## src/include/rstc_pkg.sv

```systemverilog
// Package for the radio state transition configuration block.
// Assumes an AXI4-Lite master with 32-bit data on the system clock.
`default_nettype none
package rstc_pkg;
    // Register indexes; byte address is four times the index
    localparam logic [15:0] RSTC_IDX_RX_TIMEOUT_CONTROL = 16'hdf12;
    localparam logic [15:0] RSTC_IDX_PACKET_END_STATE_CONTROL = 16'hdf13;
    localparam logic [15:0] RSTC_IDX_STATUS = 16'hdf20;
    localparam logic [31:0] RSTC_ADDR_RX_TIMEOUT_CONTROL = {14'h0000, RSTC_IDX_RX_TIMEOUT_CONTROL, 2'h0};
    localparam logic [31:0] RSTC_ADDR_PACKET_END_STATE_CONTROL = {14'h0000, RSTC_IDX_PACKET_END_STATE_CONTROL, 2'h0};
    localparam logic [31:0] RSTC_ADDR_STATUS = {14'h0000, RSTC_IDX_STATUS, 2'h0};

    // Field positions, rx timeout control
    localparam int RSTC_POS_RX_END_ON_SIGNAL_STRENGTH = 4;
    localparam int RSTC_POS_RX_TIMEOUT_QUALITY_CHECK = 3;
    localparam int RSTC_POS_RX_TIMEOUT_CODE = 0;
    // Field positions, packet end state control
    localparam int RSTC_POS_CLEAR_CHANNEL_POLICY = 4;
    localparam int RSTC_POS_AFTER_RECEIVE_NEXT_STATE = 2;
    localparam int RSTC_POS_AFTER_TRANSMIT_NEXT_STATE = 0;
    // Field positions, status
    localparam int RSTC_POS_ST_TIMER_RUNNING = 0;
    localparam int RSTC_POS_ST_TIMEOUT_SEEN = 1;
    localparam int RSTC_POS_ST_CHANNEL_CLEAR = 2;
    localparam int RSTC_POS_ST_CONFIG_CONFLICT = 3;

    // Values after reset
    localparam logic RSTC_RST_RX_END_ON_SIGNAL_STRENGTH = 1'h0;
    localparam logic RSTC_RST_RX_TIMEOUT_QUALITY_CHECK = 1'h0;
    localparam logic [2:0] RSTC_RST_RX_TIMEOUT_CODE = 3'h7;
    localparam logic [1:0] RSTC_RST_CLEAR_CHANNEL_POLICY = 2'h3;
    localparam logic [1:0] RSTC_RST_AFTER_RECEIVE_NEXT_STATE = 2'h0;
    localparam logic [1:0] RSTC_RST_AFTER_TRANSMIT_NEXT_STATE = 2'h0;

    // Timeout arithmetic: C*26 = 93.75*(1+4*res)/2^code, kept as 375/4 in ref periods
    localparam logic [2:0] RSTC_TIMEOUT_CODE_DISABLED = 3'h7;
    localparam logic [8:0] RSTC_TIMEOUT_SCALE_NUM = 9'h177;
    localparam int RSTC_TIMEOUT_SCALE_SHIFT = 2;

    // AXI responses
    localparam logic [1:0] RSTC_RESP_OKAY = 2'h0;
    localparam logic [1:0] RSTC_RESP_SLVERR = 2'h2;

    // Radio states; codes equal the post-receive and post-transmit field values
    typedef enum logic [1:0] {
        RSTC_ST_IDLE = 2'b00,
        RSTC_ST_SYNTH_READY_FOR_TRANSMIT = 2'b01,
        RSTC_ST_TRANSMIT = 2'b10,
        RSTC_ST_RECEIVE = 2'b11
    } rstc_radio_state_t;

    // Status from the radio state machine, same clock
    typedef struct packed {
        logic rx_active;
        logic sync_found;
        logic preamble_quality_reached;
        logic carrier_sense;
        logic packet_receiving;
        logic packet_received;
        logic packet_sent;
        logic ref_tick;
        logic [1:0] wake_resolution_select;
        logic [15:0] wake_event_period;
    } rstc_radio_in_t;
endpackage : rstc_pkg
`default_nettype wire

```

## src/design/rstc_top.sv

```systemverilog
// Radio state transition configuration: registers, rx timeout, clear channel, next state.
// Assumes radio inputs come from same-clock logic and ref_tick pulses once per reference period.
//
// What this block does
// RL1: With signal-strength termination set, end reception when carrier sense drops while sync is not found.
// RL2: At timeout keep receiving on sync found, or on preamble quality if checked.
// RL3: Three-bit code bounds sync search time; code 111 disables the timeout.
// RL4: Timeout equals event period times C times 26 over reference MHz.
// RL5: Two-bit policy, reset 11, chooses how the channel-clear flag is formed.
// RL6: After receive go to state from post-receive field, reset 00.
// RL7: Software must not pair post-receive transmit or synth-ready with channel assessment.
// RL8: After transmit go to state from post-transmit field, reset 00.
// RL9: Timeout counter starts on entering receive and clears when reception ends.
// RL10: Unused register bits read zero and ignore writes.
`default_nettype none
module rstc_top (
    // Clock and reset
    input wire logic SYS_CLK_IN,
    input wire logic RESET_IN,
    // AXI4-Lite write address, data and response
    input wire logic [31:0] S_AXI_AWADDR_IN,
    input wire logic S_AXI_AWVALID_IN,
    output logic S_AXI_AWREADY_OUT,
    input wire logic [31:0] S_AXI_WDATA_IN,
    input wire logic [3:0] S_AXI_WSTRB_IN,
    input wire logic S_AXI_WVALID_IN,
    output logic S_AXI_WREADY_OUT,
    output logic [1:0] S_AXI_BRESP_OUT,
    output logic S_AXI_BVALID_OUT,
    input wire logic S_AXI_BREADY_IN,
    // AXI4-Lite read
    input wire logic [31:0] S_AXI_ARADDR_IN,
    input wire logic S_AXI_ARVALID_IN,
    output logic S_AXI_ARREADY_OUT,
    output logic [31:0] S_AXI_RDATA_OUT,
    output logic [1:0] S_AXI_RRESP_OUT,
    output logic S_AXI_RVALID_OUT,
    input wire logic S_AXI_RREADY_IN,
    // Radio state machine side
    input wire rstc_pkg::rstc_radio_in_t RADIO_IN,
    output logic RX_TIMEOUT_OUT,
    output logic RX_TERMINATE_OUT,
    output logic CHANNEL_CLEAR_FLAG_OUT,
    output rstc_pkg::rstc_radio_state_t NEXT_STATE_OUT,
    output logic NEXT_STATE_VALID_OUT
);
    import rstc_pkg::*;

    logic aw_ready_q, w_ready_q, b_valid_q, ar_ready_q, r_valid_q;
    logic [31:0] aw_addr_q, w_data_q, r_data_q;
    logic [3:0] w_strb_q;
    logic [1:0] b_resp_q, r_resp_q;
    logic end_on_strength_q, quality_check_q;
    logic [2:0] timeout_code_q;
    logic [1:0] clear_policy_q, after_rx_q, after_tx_q;
    logic [31:0] ticks_q;
    logic timeout_done_q, terminate_done_q;
    logic rx_timeout_q, rx_terminate_q, channel_clear_q, next_valid_q;
    rstc_radio_state_t next_state_q;
    logic do_write, conflict;
    logic [31:0] target;
    logic [39:0] scaled;
    logic expire, strength_end, keep_rx;

    // Write channels taken in either order, response once both are held
    assign do_write = !aw_ready_q && !w_ready_q && !b_valid_q;
    always_ff @(posedge SYS_CLK_IN or posedge RESET_IN) begin
        if (RESET_IN) begin
            aw_ready_q <= 1'b1;
            w_ready_q <= 1'b1;
            b_valid_q <= 1'b0;
            b_resp_q <= RSTC_RESP_OKAY;
            aw_addr_q <= 32'h0000_0000;
            w_data_q <= 32'h0000_0000;
            w_strb_q <= 4'h0;
        end else begin
            if (aw_ready_q && S_AXI_AWVALID_IN) begin
                aw_ready_q <= 1'b0;
                aw_addr_q <= S_AXI_AWADDR_IN;
            end
            if (w_ready_q && S_AXI_WVALID_IN) begin
                w_ready_q <= 1'b0;
                w_data_q <= S_AXI_WDATA_IN;
                w_strb_q <= S_AXI_WSTRB_IN;
            end
            if (do_write) begin
                b_valid_q <= 1'b1;
                if (aw_addr_q == RSTC_ADDR_RX_TIMEOUT_CONTROL || aw_addr_q == RSTC_ADDR_PACKET_END_STATE_CONTROL
                    || aw_addr_q == RSTC_ADDR_STATUS) begin
                    b_resp_q <= RSTC_RESP_OKAY;
                end else begin
                    b_resp_q <= RSTC_RESP_SLVERR;
                end
            end else if (b_valid_q && S_AXI_BREADY_IN) begin
                b_valid_q <= 1'b0;
                aw_ready_q <= 1'b1;
                w_ready_q <= 1'b1;
            end
        end
    end

    // Register writes; only byte lane 0 carries fields
    always_ff @(posedge SYS_CLK_IN or posedge RESET_IN) begin
        if (RESET_IN) begin
            end_on_strength_q <= RSTC_RST_RX_END_ON_SIGNAL_STRENGTH;
            quality_check_q <= RSTC_RST_RX_TIMEOUT_QUALITY_CHECK;
            timeout_code_q <= RSTC_RST_RX_TIMEOUT_CODE;
            clear_policy_q <= RSTC_RST_CLEAR_CHANNEL_POLICY; // [RL5]
            after_rx_q <= RSTC_RST_AFTER_RECEIVE_NEXT_STATE; // [RL6]
            after_tx_q <= RSTC_RST_AFTER_TRANSMIT_NEXT_STATE; // [RL8]
        end else if (do_write && w_strb_q[0]) begin
            // Unused bits are simply not stored [RL10]
            if (aw_addr_q == RSTC_ADDR_RX_TIMEOUT_CONTROL) begin
                end_on_strength_q <= w_data_q[RSTC_POS_RX_END_ON_SIGNAL_STRENGTH];
                quality_check_q <= w_data_q[RSTC_POS_RX_TIMEOUT_QUALITY_CHECK];
                timeout_code_q <= w_data_q[RSTC_POS_RX_TIMEOUT_CODE +: 3];
            end else if (aw_addr_q == RSTC_ADDR_PACKET_END_STATE_CONTROL) begin
                clear_policy_q <= w_data_q[RSTC_POS_CLEAR_CHANNEL_POLICY +: 2];
                after_rx_q <= w_data_q[RSTC_POS_AFTER_RECEIVE_NEXT_STATE +: 2];
                after_tx_q <= w_data_q[RSTC_POS_AFTER_TRANSMIT_NEXT_STATE +: 2];
            end
        end
    end

    // Post-receive move to tx or synth-ready while assessment is on is unsupported
    assign conflict = (after_rx_q == 2'h1 || after_rx_q == 2'h2) && clear_policy_q != 2'h0; // [RL7]

    // Read channel, answer one cycle after the address is taken
    always_ff @(posedge SYS_CLK_IN or posedge RESET_IN) begin
        if (RESET_IN) begin
            ar_ready_q <= 1'b1;
            r_valid_q <= 1'b0;
            r_data_q <= 32'h0000_0000;
            r_resp_q <= RSTC_RESP_OKAY;
        end else if (ar_ready_q && S_AXI_ARVALID_IN) begin
            ar_ready_q <= 1'b0;
            r_valid_q <= 1'b1;
            r_data_q <= 32'h0000_0000; // [RL10]
            r_resp_q <= RSTC_RESP_OKAY;
            if (S_AXI_ARADDR_IN == RSTC_ADDR_RX_TIMEOUT_CONTROL) begin
                r_data_q[RSTC_POS_RX_END_ON_SIGNAL_STRENGTH] <= end_on_strength_q;
                r_data_q[RSTC_POS_RX_TIMEOUT_QUALITY_CHECK] <= quality_check_q;
                r_data_q[RSTC_POS_RX_TIMEOUT_CODE +: 3] <= timeout_code_q;
            end else if (S_AXI_ARADDR_IN == RSTC_ADDR_PACKET_END_STATE_CONTROL) begin
                r_data_q[RSTC_POS_CLEAR_CHANNEL_POLICY +: 2] <= clear_policy_q;
                r_data_q[RSTC_POS_AFTER_RECEIVE_NEXT_STATE +: 2] <= after_rx_q;
                r_data_q[RSTC_POS_AFTER_TRANSMIT_NEXT_STATE +: 2] <= after_tx_q;
            end else if (S_AXI_ARADDR_IN == RSTC_ADDR_STATUS) begin
                r_data_q[RSTC_POS_ST_TIMER_RUNNING] <= RADIO_IN.rx_active && timeout_code_q != RSTC_TIMEOUT_CODE_DISABLED;
                r_data_q[RSTC_POS_ST_TIMEOUT_SEEN] <= timeout_done_q;
                r_data_q[RSTC_POS_ST_CHANNEL_CLEAR] <= channel_clear_q;
                r_data_q[RSTC_POS_ST_CONFIG_CONFLICT] <= conflict;
            end else begin
                r_resp_q <= RSTC_RESP_SLVERR;
            end
        end else if (r_valid_q && S_AXI_RREADY_IN) begin
            r_valid_q <= 1'b0;
            ar_ready_q <= 1'b1;
        end
    end

    // Timeout target in quarter reference periods, scaled by 2^code
    // Every factor widened first so the product never wraps at the event width
    assign target = 32'(RADIO_IN.wake_event_period) * 32'({RADIO_IN.wake_resolution_select, 2'h1})
        * 32'(RSTC_TIMEOUT_SCALE_NUM); // [RL4]
    assign scaled = ({8'h00, ticks_q} << RSTC_TIMEOUT_SCALE_SHIFT) << timeout_code_q; // [RL4]
    assign expire = RADIO_IN.rx_active && !timeout_done_q && timeout_code_q != RSTC_TIMEOUT_CODE_DISABLED
        && scaled >= {8'h00, target}; // [RL3]
    assign keep_rx = RADIO_IN.sync_found || (quality_check_q && RADIO_IN.preamble_quality_reached); // [RL2]
    assign strength_end = end_on_strength_q && RADIO_IN.rx_active && !RADIO_IN.carrier_sense
        && !RADIO_IN.sync_found; // [RL1]

    // Reference period counter, alive only during reception
    always_ff @(posedge SYS_CLK_IN or posedge RESET_IN) begin
        if (RESET_IN) begin
            ticks_q <= 32'h0000_0000;
        end else if (!RADIO_IN.rx_active) begin
            ticks_q <= 32'h0000_0000; // [RL9]
        end else if (RADIO_IN.ref_tick && ticks_q != 32'hffff_ffff) begin
            ticks_q <= ticks_q + 32'h0000_0001; // [RL9]
        end
    end

    // One expiry and one termination per receive period
    always_ff @(posedge SYS_CLK_IN or posedge RESET_IN) begin
        if (RESET_IN) begin
            timeout_done_q <= 1'b0;
            terminate_done_q <= 1'b0;
            rx_timeout_q <= 1'b0;
            rx_terminate_q <= 1'b0;
        end else begin
            rx_timeout_q <= expire;
            rx_terminate_q <= !terminate_done_q && ((expire && !keep_rx) || strength_end); // [RL2] [RL1]
            if (!RADIO_IN.rx_active) begin
                timeout_done_q <= 1'b0; // [RL9]
                terminate_done_q <= 1'b0;
            end else begin
                if (expire) begin
                    timeout_done_q <= 1'b1;
                end
                if ((expire && !keep_rx) || strength_end) begin
                    terminate_done_q <= 1'b1;
                end
            end
        end
    end

    // Channel clear flag from the selected policy
    always_ff @(posedge SYS_CLK_IN or posedge RESET_IN) begin
        if (RESET_IN) begin
            channel_clear_q <= 1'b0;
        end else begin
            case (clear_policy_q) // [RL5]
                2'h0: channel_clear_q <= 1'b1;
                2'h1: channel_clear_q <= !RADIO_IN.carrier_sense;
                2'h2: channel_clear_q <= !RADIO_IN.packet_receiving;
                default: channel_clear_q <= !RADIO_IN.carrier_sense && !RADIO_IN.packet_receiving;
            endcase
        end
    end

    // Next state after a packet; receive end wins if both come together
    always_ff @(posedge SYS_CLK_IN or posedge RESET_IN) begin
        if (RESET_IN) begin
            next_state_q <= RSTC_ST_IDLE;
            next_valid_q <= 1'b0;
        end else begin
            next_valid_q <= RADIO_IN.packet_received || RADIO_IN.packet_sent;
            if (RADIO_IN.packet_received) begin
                next_state_q <= rstc_radio_state_t'(after_rx_q); // [RL6]
            end else if (RADIO_IN.packet_sent) begin
                next_state_q <= rstc_radio_state_t'(after_tx_q); // [RL8]
            end
        end
    end

    assign S_AXI_AWREADY_OUT = aw_ready_q;
    assign S_AXI_WREADY_OUT = w_ready_q;
    assign S_AXI_BVALID_OUT = b_valid_q;
    assign S_AXI_BRESP_OUT = b_resp_q;
    assign S_AXI_ARREADY_OUT = ar_ready_q;
    assign S_AXI_RVALID_OUT = r_valid_q;
    assign S_AXI_RDATA_OUT = r_data_q;
    assign S_AXI_RRESP_OUT = r_resp_q;
    assign RX_TIMEOUT_OUT = rx_timeout_q;
    assign RX_TERMINATE_OUT = rx_terminate_q;
    assign CHANNEL_CLEAR_FLAG_OUT = channel_clear_q;
    assign NEXT_STATE_OUT = next_state_q;
    assign NEXT_STATE_VALID_OUT = next_valid_q;
endmodule : rstc_top
`default_nettype wire

```

## config.mk

```make
export PLATFORM = sky130hd
export DESIGN_NAME = rstc_top
export DESIGN_NICKNAME = d
export VERILOG_FILES = /design/src/include/rstc_pkg.sv /design/src/design/rstc_top.sv
export SDC_FILE = /design/constraint.sdc
export NUM_CORES = 1
export LEC_CHECK = 0
export BUFFER_PORTS_ARGS = -buffer_cell sky130_fd_sc_hd__buf_2
export CAP_MARGIN = 20
export CORE_ASPECT_RATIO = 0.7
export CORE_MARGIN = 2
export CORE_UTILIZATION = 60
export DETAILED_ROUTE_END_ITERATION = 6
export GPL_ROUTABILITY_DRIVEN = 0
export PLACE_DENSITY_LB_ADDON = 0.15
export SYNTH_ARGS = -nofsm -noshare
export SYNTH_HDL_FRONTEND = slang
export SYNTH_SLANG_ARGS = --single-unit
```

## constraint.sdc

```tcl
create_clock -name SYS_CLK_IN -period 4.8 [get_ports SYS_CLK_IN]
set_clock_uncertainty 0.15 [all_clocks]
set_input_delay 0.72 -clock SYS_CLK_IN [delete_from_list [all_inputs] [get_ports SYS_CLK_IN]]
set_output_delay 0.72 -clock SYS_CLK_IN [all_outputs]
set_load 0.005 [all_outputs]
```

# After elaboration in Yosys (flattened, before gate mapping)
# Index checks and enable logic that the tools add are counted.
[totals]
regBits = 105
input_bits = 133
out_inout_bits = 47
word_cells = 119
[classes]
add_sub_neg = 1
n_mul = 2
magnitude_cmp = 1
eq_ne = 15
shift = 1
muxes = 30
bitwise = 1
n_reduce_logical = 43
[ops]
columns = ["operator", "count"]
rows = [
  ["32-bit by 18-bit == test with 1-bit output, second input constant", 6],
  ["32-bit 2-to-1 mux", 2],
  ["40-bit by 29-bit >= comparator with 1-bit output", 1],
  ["34-bit by 3-bit << shifter with 40-bit output", 1],
  ["32-bit by 1-bit adder with 32-bit output, second input constant", 1],
  ["32-bit != test, second input constant", 1],
  ["20-bit by 9-bit multiplier with 29-bit output, second input constant", 1],
  ["1-bit logical AND", 21],
  ["16-bit by 4-bit multiplier with 20-bit output", 1],
  ["1-bit 2-to-1 mux", 17],
  ["2-bit 2-to-1 mux", 7],
  ["1-bit logical NOT", 9],
  ["4-bit 2-to-1 mux", 2],
  ["2-bit nonzero test", 4],
  ["1-bit logical OR", 6],
  ["2-bit by 1-bit != test with 1-bit output, second input constant", 3],
  ["5-bit 2-to-1 mux", 1],
  ["2-bit by 1-bit == test with 1-bit output, second input constant", 2],
  ["2-bit == test, second input constant", 2],
  ["3-bit != test, second input constant", 1],
  ["1-bit one-hot mux with 3 select lines", 1],
  ["3-bit AND reduction", 1],
  ["2-bit logical NOT", 1],
  ["2-bit AND reduction", 1],
  ["1-bit NOT", 1],
]

# Longest topological paths before layout
# Gate-level depths: netlist (run 1).
[logic_depth]
depth_word = 8
depth_mapped = 39

# Least setup slack after synthesis (run 1)
# No wires, ideal clock.
[synth_path]
kind = "input -> register"
startpoint = "input RADIO_IN[17] in the netlist's numbering"
endpoint = "register terminate_done_q"
setup_time_ns = 0.067
t_arrival_ns = 9.357
t_required_ns = 4.583
setup_slack_ns = -4.774
stages = 36
n_path_buf = 2
path_cell_list = "clkbuf_1 > and2_1 > ha_1 > inv_1 > fa_1 > inv_1 > fa_1 > a211oi_2 > o211a_1 > o31ai_1 > o21ba_2 > buf_2 > a221o_1 > a21oi_1 > xor2_1 > fa_1 > fa_1 > inv_1 > fa_1 > inv_1 > fa_1 > inv_1 > ha_1 > nand4_1 > o32ai_1 > o41ai_2 > or3_1 > o311a_1 > ha_1 > nand2_1 > nor4_1 > inv_1 > nor4_1 > a2111oi_1 > a2111oi_0 > o311a_1"
[synth_between]
elab_chain_len = 7
[synth_lines]
columns = ["element", "line", "text"]
rows = [
  ["start, declared", "rstc_top.sv:40", "input wire rstc_pkg::rstc_radio_in_t RADIO_IN,"],
  ["16-bit by 4-bit multiplier with 20-bit output", "rstc_top.sv:164", "assign target = 32'(RADIO_IN.wake_event_period) * 32'({RADIO_IN.wake_resolution_select, 2'h1})"],
  ["20-bit by 9-bit multiplier with 29-bit output", "rstc_top.sv:165", "* 32'(RSTC_TIMEOUT_SCALE_NUM);"],
  ["40-bit by 29-bit >= comparator with 1-bit output", "rstc_top.sv:168", "&& scaled >= {8'h00, target};"],
  ["1-bit logical AND", "rstc_top.sv:168", ""],
  ["1-bit logical AND", "rstc_top.sv:201", "if ((expire && !keep_rx) || strength_end) begin"],
  ["1-bit logical OR", "rstc_top.sv:201", ""],
  ["2-bit by 1-bit != test with 1-bit output (no line)", "n/a", ""],
  ["end signal, assigned", "rstc_top.sv:188", "terminate_done_q <= 1'b0;"],
  ["end signal, assigned", "rstc_top.sv:196", "terminate_done_q <= 1'b0;"],
  ["end signal, assigned", "rstc_top.sv:202", "terminate_done_q <= 1'b1;"],
  ["end, declared", "rstc_top.sv:57", "logic timeout_done_q, terminate_done_q;"],
]
# Every way passes these cells.
# A chain may end at the register's enable or synchronous reset.

# Worst setup path in the final report (run 1)
[layout_path]
startpoint = "input RADIO_IN[2] in the netlist's numbering"
endpoint = "register terminate_done_q"
# Same word-level chain as after synthesis.

==> run_summary.xml, run 1 <==
<?xml version="1.0" encoding="UTF-8"?>
<metrics>
  <group name="yosys">
    <metric name="syn_inst" unit="">1341</metric>
    <metric name="edff_count_synth" unit="">0</metric>
    <metric name="syn_area_per_cell" unit="um^2">9.30</metric>
    <metric name="async_flop_share" unit="%">100</metric>
    <metric name="synthFlopType" unit="">sky130_fd_sc_hd__dfrtp_1</metric>
    <metric name="synth.cell_area" unit="um^2">12500</metric>
    <metric name="synth_seq_cells" unit="">103</metric>
    <metric name="ys.warnings.count" unit="">0</metric>
    <metric name="synth-seq-area-share" unit="%">20.8</metric>
    <metric name="netlist-cell-type-count" unit="">79</metric>
  </group>
  <group name="global_route">
    <metric name="grt_pass1_vias" unit="">10200</metric>
    <metric name="grt_antenna_before_repair" unit="">0</metric>
    <metric name="globalRoute.totalOverflow" unit="">0</metric>
    <metric name="grt_total_usage" unit="%">26.4</metric>
    <metric name="first_pass_grt_wire_length" unit="mm">48.0</metric>
    <metric name="grt_max_degree" unit="">82</metric>
  </group>
  <group name="sta">
    <metric name="report.final.setup_viol" unit="">4</metric>
    <metric name="max_slew_margin" unit="%">35.4</metric>
    <metric name="hold_viol_final" unit="">0</metric>
    <metric name="rsz0062_at_grt" unit="">true</metric>
    <metric name="timing.final.max_slew_violations" unit="">0</metric>
    <metric name="setup_tns" unit="ns">-15.79</metric>
    <metric name="hold-worst-slack" unit="ns">0.328</metric>
    <metric name="max_freq" unit="GHz">0.114</metric>
    <metric name="worst-slew-pin-transition" unit="ns">0.969</metric>
    <metric name="final.period_utilization" unit="%">183</metric>
    <metric name="worst_path_setup_slack_after_routing" unit="ns">-3.99</metric>
    <metric name="finalWorstPathRequiredPeriod" unit="ns">8.79</metric>
  </group>
  <group name="min_path">
    <metric name="worst_hold_path.endpoint" unit="">S_AXI_RDATA_OUT[5]$_DFFE_PP0P_</metric>
    <metric name="worst_hold_path.num_cells" unit="">2</metric>
    <metric name="hold_path.class" unit="">reg -&gt; reg</metric>
    <metric name="startpoint_of_the_lowest_slack_hold_path" unit="">S_AXI_RDATA_OUT[5]$_DFFE_PP0P_</metric>
  </group>
  <group name="finish">
    <metric name="postLayoutCellArea" unit="um^2">15600</metric>
    <metric name="post-route-util" unit="%">75.9</metric>
    <metric name="antennaDiodeCount" unit="">0</metric>
    <metric name="areaGrowthSynthToFinish" unit="%">25.0</metric>
    <metric name="layout-drive-gt1-share" unit="%">30.9</metric>
    <metric name="final_net_count" unit="">1996</metric>
  </group>
  <group name="critical_path">
    <metric name="path_max_fanout" unit="">6</metric>
    <metric name="r2r_cells" unit="">11</metric>
    <metric name="timing.critical_path.to_type" unit="">register</metric>
    <metric name="element_type_at_the_critical_path_start" unit="">input port</metric>
    <metric name="r2r_end" unit="">terminate_done_q$_DFFE_PP0P_</metric>
    <metric name="worstPathRequired" unit="ns">4.94</metric>
    <metric name="timing.setup.critical_path_class" unit="">in -&gt; reg</metric>
    <metric name="cp_max_delay_cell" unit="">sky130_fd_sc_hd__fa_1</metric>
    <metric name="ff2ff_setup_slack" unit="ns">0.94</metric>
    <metric name="worst_ep_arrival_time" unit="ns">8.93</metric>
    <metric name="critPathMaxStageDelay" unit="ns">0.53</metric>
    <metric name="worstReg2RegStart" unit="">timeout_code_q[0]$_DFFE_PP1P_</metric>
  </group>
  <group name="cts">
    <metric name="cts_tree" unit="">done</metric>
    <metric name="cts.reportedPaths.clkPinSlew" unit="ns">0.07</metric>
    <metric name="cts_num_sinks" unit="">103</metric>
    <metric name="clock_root_buffer" unit="">sky130_fd_sc_hd__clkbuf_16</metric>
    <metric name="htreeDepth" unit="">3</metric>
    <metric name="post_cts_hold_buffer_count" unit="">0</metric>
    <metric name="cts_max_path_buffers" unit="">2</metric>
    <metric name="clock_latency" unit="ns">0.35</metric>
    <metric name="cts-buffers-inserted" unit="">9</metric>
  </group>
  <group name="floorplan">
    <metric name="design.portCount" unit="">180</metric>
    <metric name="die_w" unit="um">176</metric>
    <metric name="num_rows" unit="">44</metric>
    <metric name="coreArea" unit="um^2">20500</metric>
    <metric name="floorplan.initialDensity" unit="%">60.7</metric>
    <metric name="floorplan.die_area" unit="um^2">22000</metric>
    <metric name="die_h" unit="um">125</metric>
  </group>
  <group name="route">
    <metric name="wirelength" unit="mm">29.1</metric>
    <metric name="initialDrtViolationCount" unit="">672</metric>
    <metric name="post_drt_via_cell_ratio" unit="">5.48</metric>
    <metric name="avgRoutedWirePerCell" unit="um">15.3</metric>
    <metric name="postRouteAntennaNets" unit="">0</metric>
    <metric name="dr.pass1.iters" unit="">5</metric>
    <metric name="dr_total_vias" unit="">10400</metric>
    <metric name="drt_drc_violations_left" unit="">0</metric>
  </group>
  <group name="job">
    <metric name="max-cap-violations" unit="">0</metric>
  </group>
  <group name="place">
    <metric name="placedInstanceArea" unit="um^2">14600</metric>
    <metric name="post-dp-hpwl" unit="mm">22.5</metric>
    <metric name="io_buffer_count" unit="">122</metric>
  </group>
  <group name="status">
    <metric name="failed_checks" unit="">setup timing</metric>
    <metric name="outcome" unit="">finished, violations left</metric>
  </group>
</metrics>
[state kept, by name, indices dropped and copies added (netlist names), 2 cells and up]
signal,flops
ticks_q,32
w_data_q,6
after_rx_q,2
timeout_code_q,3
aw_addr_q,32
clear_policy_q,2
after_tx_q,2
NEXT_STATE_OUT,2
S_AXI_RDATA_OUT,6
[cells in the final DEF, fill, tap and decap left out, types with 38 or more instances in the layout]
| master | n |
|---|---|
| sky130_fd_sc_hd__fa_1 | 94 |
| sky130_fd_sc_hd__mux2i_1 | 44 |
| sky130_fd_sc_hd__inv_1 | 207 |
| sky130_fd_sc_hd__dfrtp_1 | 95 |
| sky130_fd_sc_hd__nand2_1 | 83 |
| sky130_fd_sc_hd__mux2_2 | 65 |
| sky130_fd_sc_hd__and2_1 | 56 |
| sky130_fd_sc_hd__ha_1 | 127 |
| sky130_fd_sc_hd__nor2_1 | 38 |
| sky130_fd_sc_hd__buf_4 | 181 |
| sky130_fd_sc_hd__buf_2 | 118 |
| sky130_fd_sc_hd__a21oi_1 | 46 |
| sky130_fd_sc_hd__o21ai_0 | 46 |
[critical path: cells and delay by family]
| kind | cells | cell delay [ns] |
|---|---|---|
| buffers and inverters | 9 | 0.68 |
| XOR/XNOR | 1 | 0.13 |
| AO/OA/AOI/OAI | 13 | 2.86 |
| AND/OR/NAND/NOR | 6 | 1.03 |
| adder cells (fa/ha/maj) | 9 | 3.48 |
[metrics by stage]
step,setup slack (ns),std cells
after detailed placement,-4.67,1867
final,-3.99,1904
after CTS,-3.98,1898
after global placement,-4.56,1867
after floorplan,-3.98,1368
after global routing,-4.32,1904
[logic make-up (layout without fill, tap and decap cells)]
| logic type | after synthesis | in the layout | share of synthesized area, % |
|---|---|---|---|
| buffers and inverters | 282 | 542 | 9.47 |
| other | 1 | 28 | 0.0301 |
| AO/OA/AOI/OAI | 190 | 190 | 9.72 |
| multiplexers | 113 | 113 | 10.1 |
| XOR/XNOR | 71 | 71 | 5.05 |
| flip-flops | 103 | 103 | 20.8 |
| AND/OR/NAND/NOR | 341 | 341 | 15.0 |
| adder cells (fa/ha/maj) | 240 | 240 | 29.8 |
[repair_timing]
action                                  CTS  global route
gates resized for setup                  55            36
endpoints found under the setup margin    4             4
pin swaps                                39            25
cloned                                    1             1
setup buffers                            14             4
[how the worst max path moves through the flow]
| stage | start | endpoint | slack (ns) | depth (start not counted) |
|---|---|---|---|---|
| 3_3_place_gp | RADIO_IN[17] | terminate_done_q$_DFFE_PP0P_ | -4.56 | 34 |
| 6_report | RADIO_IN[2] | terminate_done_q$_DFFE_PP0P_ | -3.99 | 38 |
| 2_1_floorplan | RADIO_IN[17] | terminate_done_q$_DFFE_PP0P_ | -3.98 | 35 |
| 4_1_cts | RADIO_IN[1] | terminate_done_q$_DFFE_PP0P_ | -3.98 | 35 |
| 5_1_grt | RADIO_IN[3] | terminate_done_q$_DFFE_PP0P_ | -4.32 | 37 |
| 3_5_place_dp | RADIO_IN[17] | terminate_done_q$_DFFE_PP0P_ | -4.67 | 33 |
[Yosys cell counts, drive strengths merged (5+ instances only)]
master / number / share of area, %
nand4: 23 / 1.3
nand3: 26 / 1.0
mux2i: 44 / 3.5
dfrtp: 95 / 19
xnor2: 38 / 2.7
o21ai: 51 / 2.0
a211oi: 9 / 0.58
o31ai: 5 / 0.30
nor3: 25 / 1.1
a21o: 18 / 1.1
nor4b: 8 / 0.56
fa: 95 / 15
nor4: 20 / 1.1
ha: 145 / 15
and2: 59 / 3.0
xor2: 33 / 2.3
clkbuf: 19 / 0.57
inv: 219 / 6.6
nand2b: 10 / 0.50
nand3b: 5 / 0.30
nand2: 88 / 2.6
nor2: 41 / 1.2
buf: 44 / 2.3
mux2: 65 / 5.9
a21oi: 57 / 2.3
o21a: 5 / 0.30
dfstp: 8 / 1.7
[layer usage]
layer  wire (um)  global-route usage (%)  share of wire [%]  vias to the layer above
met4         296                    3.94                1.0                        0
met2       13000                    39.9                 45                      250
met5           0                       0                  0                        -
met3        1640                    4.52                5.6                       33
met1       14100                    40.7                 49                     5071
li1            -                       -                  -                     5073
[layout make-up]
cell class	instances	area (um^2)
Sequential cell	103	2590
Clock inverter	7	66.3
Tap cell	276	345
Fill cell	1456	4950
Clock buffer	9	225
Inverter	219	825
Multi-Input combinational cell	983	9450
Timing Repair Buffer	307	2090
Power of run 1 is not shown: default switching activity piles up to over one toggle a cycle in this logic, so the estimate is an artifact.
==> run 2, diff against run 1 <==
Settings changed: CAP_MARGIN 20 to default, CORE_UTILIZATION 60 to 25.
Clock period 4.8 ns to 9.9 ns, I/O delays scaled along.
==> run 2 against run 1 <==
  * The run now ends clean
  * Worst setup slack gained 4.2 ns
  * Die area grew 140%
  * Wire length up 3.8%
  * Non-clock buffer count fell by 11
  * Core utilization shrank 43 points
  * Final area increased by 2.6%
  * Global-route usage is 15 points lower
==> run_summary.xml, run 2 (synthesis gave the netlist of run 1 again) <==
<?xml version="1.0" encoding="UTF-8"?>
<metrics>
  <group name="sta">
    <metric name="finalWorstPathRequiredPeriod" unit="ns">9.73</metric>
    <metric name="hold_viol_final" unit="">0</metric>
    <metric name="setup_tns" unit="ns">0</metric>
    <metric name="final.period_utilization" unit="%">98.3</metric>
    <metric name="report.final.setup_viol" unit="">0</metric>
    <metric name="timing.final.max_slew_violations" unit="">0</metric>
    <metric name="max_slew_margin" unit="%">39.8</metric>
    <metric name="rsz0062_at_grt" unit="">true</metric>
    <metric name="worst-slew-pin-transition" unit="ns">0.902</metric>
    <metric name="max_freq" unit="GHz">0.103</metric>
  </group>
  <group name="critical_path">
    <metric name="worstPathRequired" unit="ns">10.03</metric>
    <metric name="worstReg2RegStart" unit="">timeout_code_q[1]$_DFFE_PP1P_</metric>
    <metric name="critPathMaxStageDelay" unit="ns">0.51</metric>
    <metric name="crit_buf_inv" unit="">11</metric>
    <metric name="r2r_end" unit="">terminate_done_q$_DFFE_PP0P_</metric>
    <metric name="r2r_cells" unit="">12</metric>
    <metric name="path_max_fanout" unit="">4</metric>
    <metric name="timing.setup.critical_path_class" unit="">in -&gt; reg</metric>
    <metric name="element_type_at_the_critical_path_start" unit="">input port</metric>
    <metric name="ff2ff_setup_slack" unit="ns">5.66</metric>
    <metric name="timing.critical_path.to_type" unit="">register</metric>
    <metric name="worst_ep_arrival_time" unit="ns">9.86</metric>
    <metric name="cp_max_delay_cell" unit="">sky130_fd_sc_hd__fa_1</metric>
    <metric name="critical-path-top-cell-by-count" unit="">sky130_fd_sc_hd__fa_1</metric>
    <metric name="timing.critical_path.max_delay_family" unit="">adder cells</metric>
  </group>
  <group name="floorplan">
    <metric name="num_rows" unit="">68</metric>
    <metric name="die_h" unit="um">191</metric>
    <metric name="floorplan.initialDensity" unit="%">25.3</metric>
    <metric name="die_w" unit="um">271</metric>
    <metric name="design.portCount" unit="">180</metric>
    <metric name="coreArea" unit="um^2">49300</metric>
    <metric name="floorplan.die_area" unit="um^2">51700</metric>
  </group>
  <group name="route">
    <metric name="dr.pass1.iters" unit="">5</metric>
    <metric name="wirelength" unit="mm">30.2</metric>
    <metric name="drt_drc_violations_left" unit="">0</metric>
    <metric name="post_drt_via_cell_ratio" unit="">4.32</metric>
    <metric name="postRouteAntennaNets" unit="">0</metric>
    <metric name="avgRoutedWirePerCell" unit="um">13.2</metric>
    <metric name="initialDrtViolationCount" unit="">331</metric>
    <metric name="dr_total_vias" unit="">9850</metric>
  </group>
  <group name="global_route">
    <metric name="gr-usage-met1" unit="%">18.8</metric>
    <metric name="groute.layer.met3.usage" unit="%">1.41</metric>
    <metric name="gr-usage-met2" unit="%">17.1</metric>
    <metric name="grt_max_degree" unit="">69</metric>
    <metric name="grt_antenna_before_repair" unit="">0</metric>
    <metric name="grt_most_used_layer" unit="">met1</metric>
    <metric name="grt_pass1_vias" unit="">9951</metric>
    <metric name="grt_total_usage" unit="%">11.8</metric>
    <metric name="globalRoute.totalOverflow" unit="">0</metric>
    <metric name="first_pass_grt_wire_length" unit="mm">50.8</metric>
  </group>
  <group name="finish">
    <metric name="fill_cell_total_of_the_finished_layout" unit="">5104</metric>
    <metric name="areaGrowthSynthToFinish" unit="%">28.3</metric>
    <metric name="final_net_count" unit="">1985</metric>
    <metric name="mostFrequentLayoutCells" unit="">sky130_fd_sc_hd__inv_1 (208), sky130_fd_sc_hd__buf_4 (170), sky130_fd_sc_hd__ha_1 (128)</metric>
    <metric name="commonest_non_fill_non_tap_cell_in_the_layout" unit="">sky130_fd_sc_hd__inv_1</metric>
    <metric name="antennaDiodeCount" unit="">0</metric>
    <metric name="largest_registers" unit="">aw_addr_q x32, ticks_q x32</metric>
    <metric name="layout-drive-gt1-share" unit="%">30.4</metric>
  </group>
  <group name="cts">
    <metric name="cts_max_path_buffers" unit="">2</metric>
    <metric name="post_cts_hold_buffer_count" unit="">0</metric>
    <metric name="cts_tree" unit="">done</metric>
    <metric name="cts_num_sinks" unit="">103</metric>
    <metric name="clock_latency" unit="ns">0.35</metric>
    <metric name="htreeDepth" unit="">3</metric>
    <metric name="clock_root_buffer" unit="">sky130_fd_sc_hd__clkbuf_16</metric>
    <metric name="cts-buffers-inserted" unit="">9</metric>
    <metric name="cts.reportedPaths.clkPinSlew" unit="ns">0.07</metric>
  </group>
  <group name="min_path">
    <metric name="startpoint_of_the_lowest_slack_hold_path" unit="">S_AXI_RDATA_OUT[5]$_DFFE_PP0P_</metric>
    <metric name="worst_hold_path.num_cells" unit="">2</metric>
    <metric name="worst_hold_path.endpoint" unit="">S_AXI_RDATA_OUT[5]$_DFFE_PP0P_</metric>
    <metric name="hold_path.class" unit="">reg -&gt; reg</metric>
  </group>
  <group name="place">
    <metric name="post-dp-hpwl" unit="mm">24.8</metric>
    <metric name="io_buffer_count" unit="">122</metric>
  </group>
  <group name="status">
    <metric name="outcome" unit="">complete, no violations</metric>
  </group>
  <group name="job">
    <metric name="max-cap-violations" unit="">0</metric>
  </group>
</metrics>
run 2: cell type report:
type / count / area, um^2 / share of cell area (%)
clock buffer: 11 / 233 / 1.45
clock inverter: 5 / 57.6 / 0.360
inverter: 219 / 827 / 5.17
multi-input combinational: 983 / 9450 / 59.1
sequential: 103 / 2590 / 16.2
tap: 665 / 832 / 5.20
timing repair buffer: 296 / 2010 / 12.5
run 2: what timing repair did:
| item | in CTS | in global routing |
|---|---|---|
| pin swaps | 66 | 33 |
| setup endpoints to repair | 4 | 4 |
| gates resized for setup | 81 | 41 |
| gates cloned | 0 | 2 |
| buffers inserted | 13 | 6 |
run 2: worst min-delay path: stages, from the launching register on:
cell and delay (ns):
sky130_fd_sc_hd__dfrtp_1 0.35, sky130_fd_sc_hd__nand2_1 0.05, sky130_fd_sc_hd__nand2_1 0.05
run 2: worst max-delay path by stage:
| stage | start | end | cells after the start |
|---|---|---|---|
| after floorplan | RADIO_IN[17] | terminate_done_q$_DFFE_PP0P_ | 36 |
| after global placement | RADIO_IN[16] | terminate_done_q$_DFFE_PP0P_ | 36 |
| after detailed placement | RADIO_IN[16] | terminate_done_q$_DFFE_PP0P_ | 36 |
| after CTS | RADIO_IN[16] | terminate_done_q$_DFFE_PP0P_ | 35 |
| after global routing | RADIO_IN[1] | terminate_done_q$_DFFE_PP0P_ | 37 |
| final | RADIO_IN[1] | RX_TIMEOUT_OUT$_DFF_PP0_ | 39 |
run 2: per-layer routing:
metal  routed length [um]  vias up
met2                12300       62
met3                  499       15
li1                     -     5029
met4                  180        0
met5                    0        -
met1                17200     4744
run 2: through the flow:
stage | area [um^2] | hold WS [ns] | util, % | std cells | worst slack [ns]
3_5_place_dp | 14900 | 0.312 | 30.2 | 2247 | -1.01
5_1_grt | 16000 | 0.350 | 32.5 | 2282 | -0.138
2_1_floorplan | 12600 | 0.290 | - | 1368 | 0.0769
4_1_cts | 15700 | 0.333 | 31.9 | 2275 | 0.00467
6_report | 16000 | 0.331 | 32.5 | 2282 | 0.171
3_3_place_gp | 14900 | 0.307 | 30.2 | 2247 | -0.967
Power of run 2 is left out for the same reason.
==> run 3, diff against run 2 <==
Settings changed: PLACE_DENSITY_LB_ADDON 0.15 to default.
==> run 3 against run 2 <==
  * Core utilization decreased by 0.71 points
  * Critical path depth did not move
  * Die area is the same
  * Hold slack gained 0.00080 ns
  * Non-clock buffer count down 27
  * Global-route usage is 1.2 points lower
  * Fmax decreased by 0.64%
  * Register-to-register slack got worse by 0.06 ns
  * First-iteration DRC count grew 44%
  * Via count up 1.1%
  * Final cell count shrank 1.2%
  * Critical path type unchanged
==> run_summary.xml, run 3 (synthesis gave the netlist of run 1 again) <==
<?xml version="1.0" encoding="UTF-8"?>
<metrics>
  <group name="finish">
    <metric name="multi_input_combinational_cell_area" unit="um^2">9340</metric>
    <metric name="commonest_non_fill_non_tap_cell_in_the_layout" unit="">sky130_fd_sc_hd__inv_1</metric>
    <metric name="antennaDiodeCount" unit="">0</metric>
    <metric name="post_layout_nonfiller_instances" unit="">2255</metric>
    <metric name="fill_cell_total_of_the_finished_layout" unit="">5071</metric>
    <metric name="areaGrowthSynthToFinish" unit="%">25.5</metric>
    <metric name="ff_latch_area" unit="um^2">2590</metric>
    <metric name="mostFrequentLayoutCells" unit="">sky130_fd_sc_hd__inv_1 (207), sky130_fd_sc_hd__buf_4 (144), sky130_fd_sc_hd__ha_1 (132)</metric>
    <metric name="largest_registers" unit="">aw_addr_q x32, ticks_q x32</metric>
    <metric name="postLayoutCellArea" unit="um^2">15600</metric>
    <metric name="final_net_count" unit="">1958</metric>
    <metric name="layout-drive-gt1-share" unit="%">28.8</metric>
  </group>
  <group name="cts">
    <metric name="clock_latency" unit="ns">0.34</metric>
    <metric name="cts_max_path_buffers" unit="">2</metric>
    <metric name="htreeDepth" unit="">3</metric>
    <metric name="cts_num_sinks" unit="">103</metric>
    <metric name="cts_tree" unit="">done</metric>
    <metric name="cts-buffers-inserted" unit="">9</metric>
    <metric name="clock_root_buffer" unit="">sky130_fd_sc_hd__clkbuf_16</metric>
    <metric name="cts.reportedPaths.clkPinSlew" unit="ns">0.08</metric>
  </group>
  <group name="place">
    <metric name="placed_cells_incl_taps" unit="">2226</metric>
    <metric name="post-dp-hpwl" unit="mm">22.9</metric>
    <metric name="placedInstanceArea" unit="um^2">14700</metric>
    <metric name="io_buffer_count" unit="">122</metric>
    <metric name="place_ws" unit="ns">-0.793</metric>
  </group>
  <group name="route">
    <metric name="avgRoutedWirePerCell" unit="um">12.5</metric>
    <metric name="dr_total_vias" unit="">9954</metric>
    <metric name="dr.pass1.iters" unit="">5</metric>
    <metric name="postRouteAntennaNets" unit="">0</metric>
    <metric name="drt_drc_violations_left" unit="">0</metric>
    <metric name="wirelength" unit="mm">28.1</metric>
    <metric name="post_drt_via_cell_ratio" unit="">4.41</metric>
    <metric name="initialDrtViolationCount" unit="">476</metric>
  </group>
  <group name="critical_path">
    <metric name="cp_max_delay_cell" unit="">sky130_fd_sc_hd__fa_1</metric>
    <metric name="timing.setup.critical_path_class" unit="">in -&gt; reg</metric>
    <metric name="worst_setup_path_startpoint" unit="">RADIO_IN[16]</metric>
    <metric name="timing.critical_path.to_type" unit="">register</metric>
    <metric name="worstPathRequired" unit="ns">9.97</metric>
    <metric name="worstReg2RegStart" unit="">timeout_code_q[1]$_DFFE_PP1P_</metric>
    <metric name="path_max_fanout" unit="">7</metric>
    <metric name="timing.critical_path.max_delay_family" unit="">adder cells</metric>
    <metric name="crit_buf_inv" unit="">10</metric>
    <metric name="worst_ep_arrival_time" unit="ns">9.86</metric>
    <metric name="element_type_at_the_critical_path_start" unit="">input port</metric>
    <metric name="critical-path-top-cell-by-count" unit="">sky130_fd_sc_hd__fa_1</metric>
    <metric name="critPathMaxStageDelay" unit="ns">0.52</metric>
  </group>
  <group name="floorplan">
    <metric name="coreArea" unit="um^2">49300</metric>
    <metric name="floorplan.initialDensity" unit="%">25.3</metric>
    <metric name="floorplan.die_area" unit="um^2">51700</metric>
    <metric name="die_w" unit="um">271</metric>
    <metric name="design.portCount" unit="">180</metric>
    <metric name="num_rows" unit="">68</metric>
    <metric name="die_h" unit="um">191</metric>
  </group>
  <group name="global_route">
    <metric name="first_pass_grt_wire_length" unit="mm">47.3</metric>
    <metric name="grt_antenna_before_repair" unit="">0</metric>
    <metric name="globalRoute.totalOverflow" unit="">0</metric>
    <metric name="grt_pass1_vias" unit="">9811</metric>
    <metric name="grt_total_usage" unit="%">10.7</metric>
    <metric name="grt_max_degree" unit="">55</metric>
  </group>
  <group name="sta">
    <metric name="report.final.setup_viol" unit="">0</metric>
    <metric name="worst_path_setup_slack_after_routing" unit="ns">0.108</metric>
    <metric name="timing.final.max_slew_violations" unit="">0</metric>
    <metric name="max_slew_margin" unit="%">11.7</metric>
    <metric name="finalWorstPathRequiredPeriod" unit="ns">9.79</metric>
    <metric name="final.period_utilization" unit="%">98.9</metric>
    <metric name="setup_tns" unit="ns">0</metric>
    <metric name="worst-slew-pin-transition" unit="ns">1.32</metric>
    <metric name="max_freq" unit="GHz">0.102</metric>
    <metric name="rsz0062_at_grt" unit="">true</metric>
    <metric name="hold_viol_final" unit="">0</metric>
  </group>
  <group name="job">
    <metric name="max-cap-violations" unit="">0</metric>
  </group>
  <group name="min_path">
    <metric name="hold_path.class" unit="">reg -&gt; reg</metric>
    <metric name="startpoint_of_the_lowest_slack_hold_path" unit="">S_AXI_RDATA_OUT[5]$_DFFE_PP0P_</metric>
  </group>
  <group name="status">
    <metric name="outcome" unit="">complete, no violations</metric>
  </group>
</metrics>
[run 3: cell type report]
class / count / share of cell area [%]
Clock buffer: 10 / 1.46
Clock inverter: 6 / 0.488
Inverter: 219 / 5.27
Multi-Input combinational cell: 983 / 59.7
Sequential cell: 103 / 16.5
Tap cell: 665 / 5.32
Timing Repair Buffer: 269 / 11.3
[run 3: worst reg2reg max path, stage by stage, from the launching register on]
cell,delay (ns)
sky130_fd_sc_hd__dfstp_2,1.09
sky130_fd_sc_hd__mux2_2,0.43
sky130_fd_sc_hd__o21ai_0,0.23
sky130_fd_sc_hd__o22ai_1,0.13
sky130_fd_sc_hd__ha_1,0.35
sky130_fd_sc_hd__nand3_1,0.09
sky130_fd_sc_hd__a21oi_1,0.04
sky130_fd_sc_hd__a2111oi_0,0.51
sky130_fd_sc_hd__o31ai_1,0.26
sky130_fd_sc_hd__a2111oi_4,0.54
sky130_fd_sc_hd__a2111oi_4,0.07
sky130_fd_sc_hd__o311a_1,0.30
[run 3: repair_timing]
item                       4_1_cts  5_1_grt
gates resized for setup         60       40
setup endpoints to repair        4        4
pin swaps                       40       54
hold endpoints to repair         0        0
cloned                           0        1
hold buffers                     0        0
setup buffers                    9        4
[run 3: per-stage QoR]
stage          hold WS (ns)  util (%)
2_1_floorplan         0.290         -
3_3_place_gp          0.311      29.9
3_5_place_dp          0.317      29.9
4_1_cts               0.336      31.3
5_1_grt               0.370      31.8
6_report              0.331      31.8
[run 3: worst paths after layout]
kind / to / slack (ns) / cells after the start
max: terminate_done_q$_DFFE_PP0P_ / 0.11 / 39
min: S_AXI_RDATA_OUT[5]$_DFFE_PP0P_ / 0.33 / 2
max reg2reg: terminate_done_q$_DFFE_PP0P_ / 5.60 / 11
min reg2reg: S_AXI_RDATA_OUT[5]$_DFFE_PP0P_ / 0.33 / 2
max in group asynchronous: ticks_q[27]$_DFFE_PP0P_ / 7.37 / 3
min in group asynchronous: aw_addr_q[31]$_DFFE_PP0P_ / 1.10 / 2
[run 3: per-layer routing]
layer / track usage, % / wire length [um] / up-vias
li1: - / - / 4991
met1: 15.7 / 14600 / 4848
met2: 17.2 / 12800 / 99
met3: 0.970 / 421 / 16
met4: 1.66 / 265 / 0
met5: 0 / 0 / -
Power of run 3 is left out for the same reason.
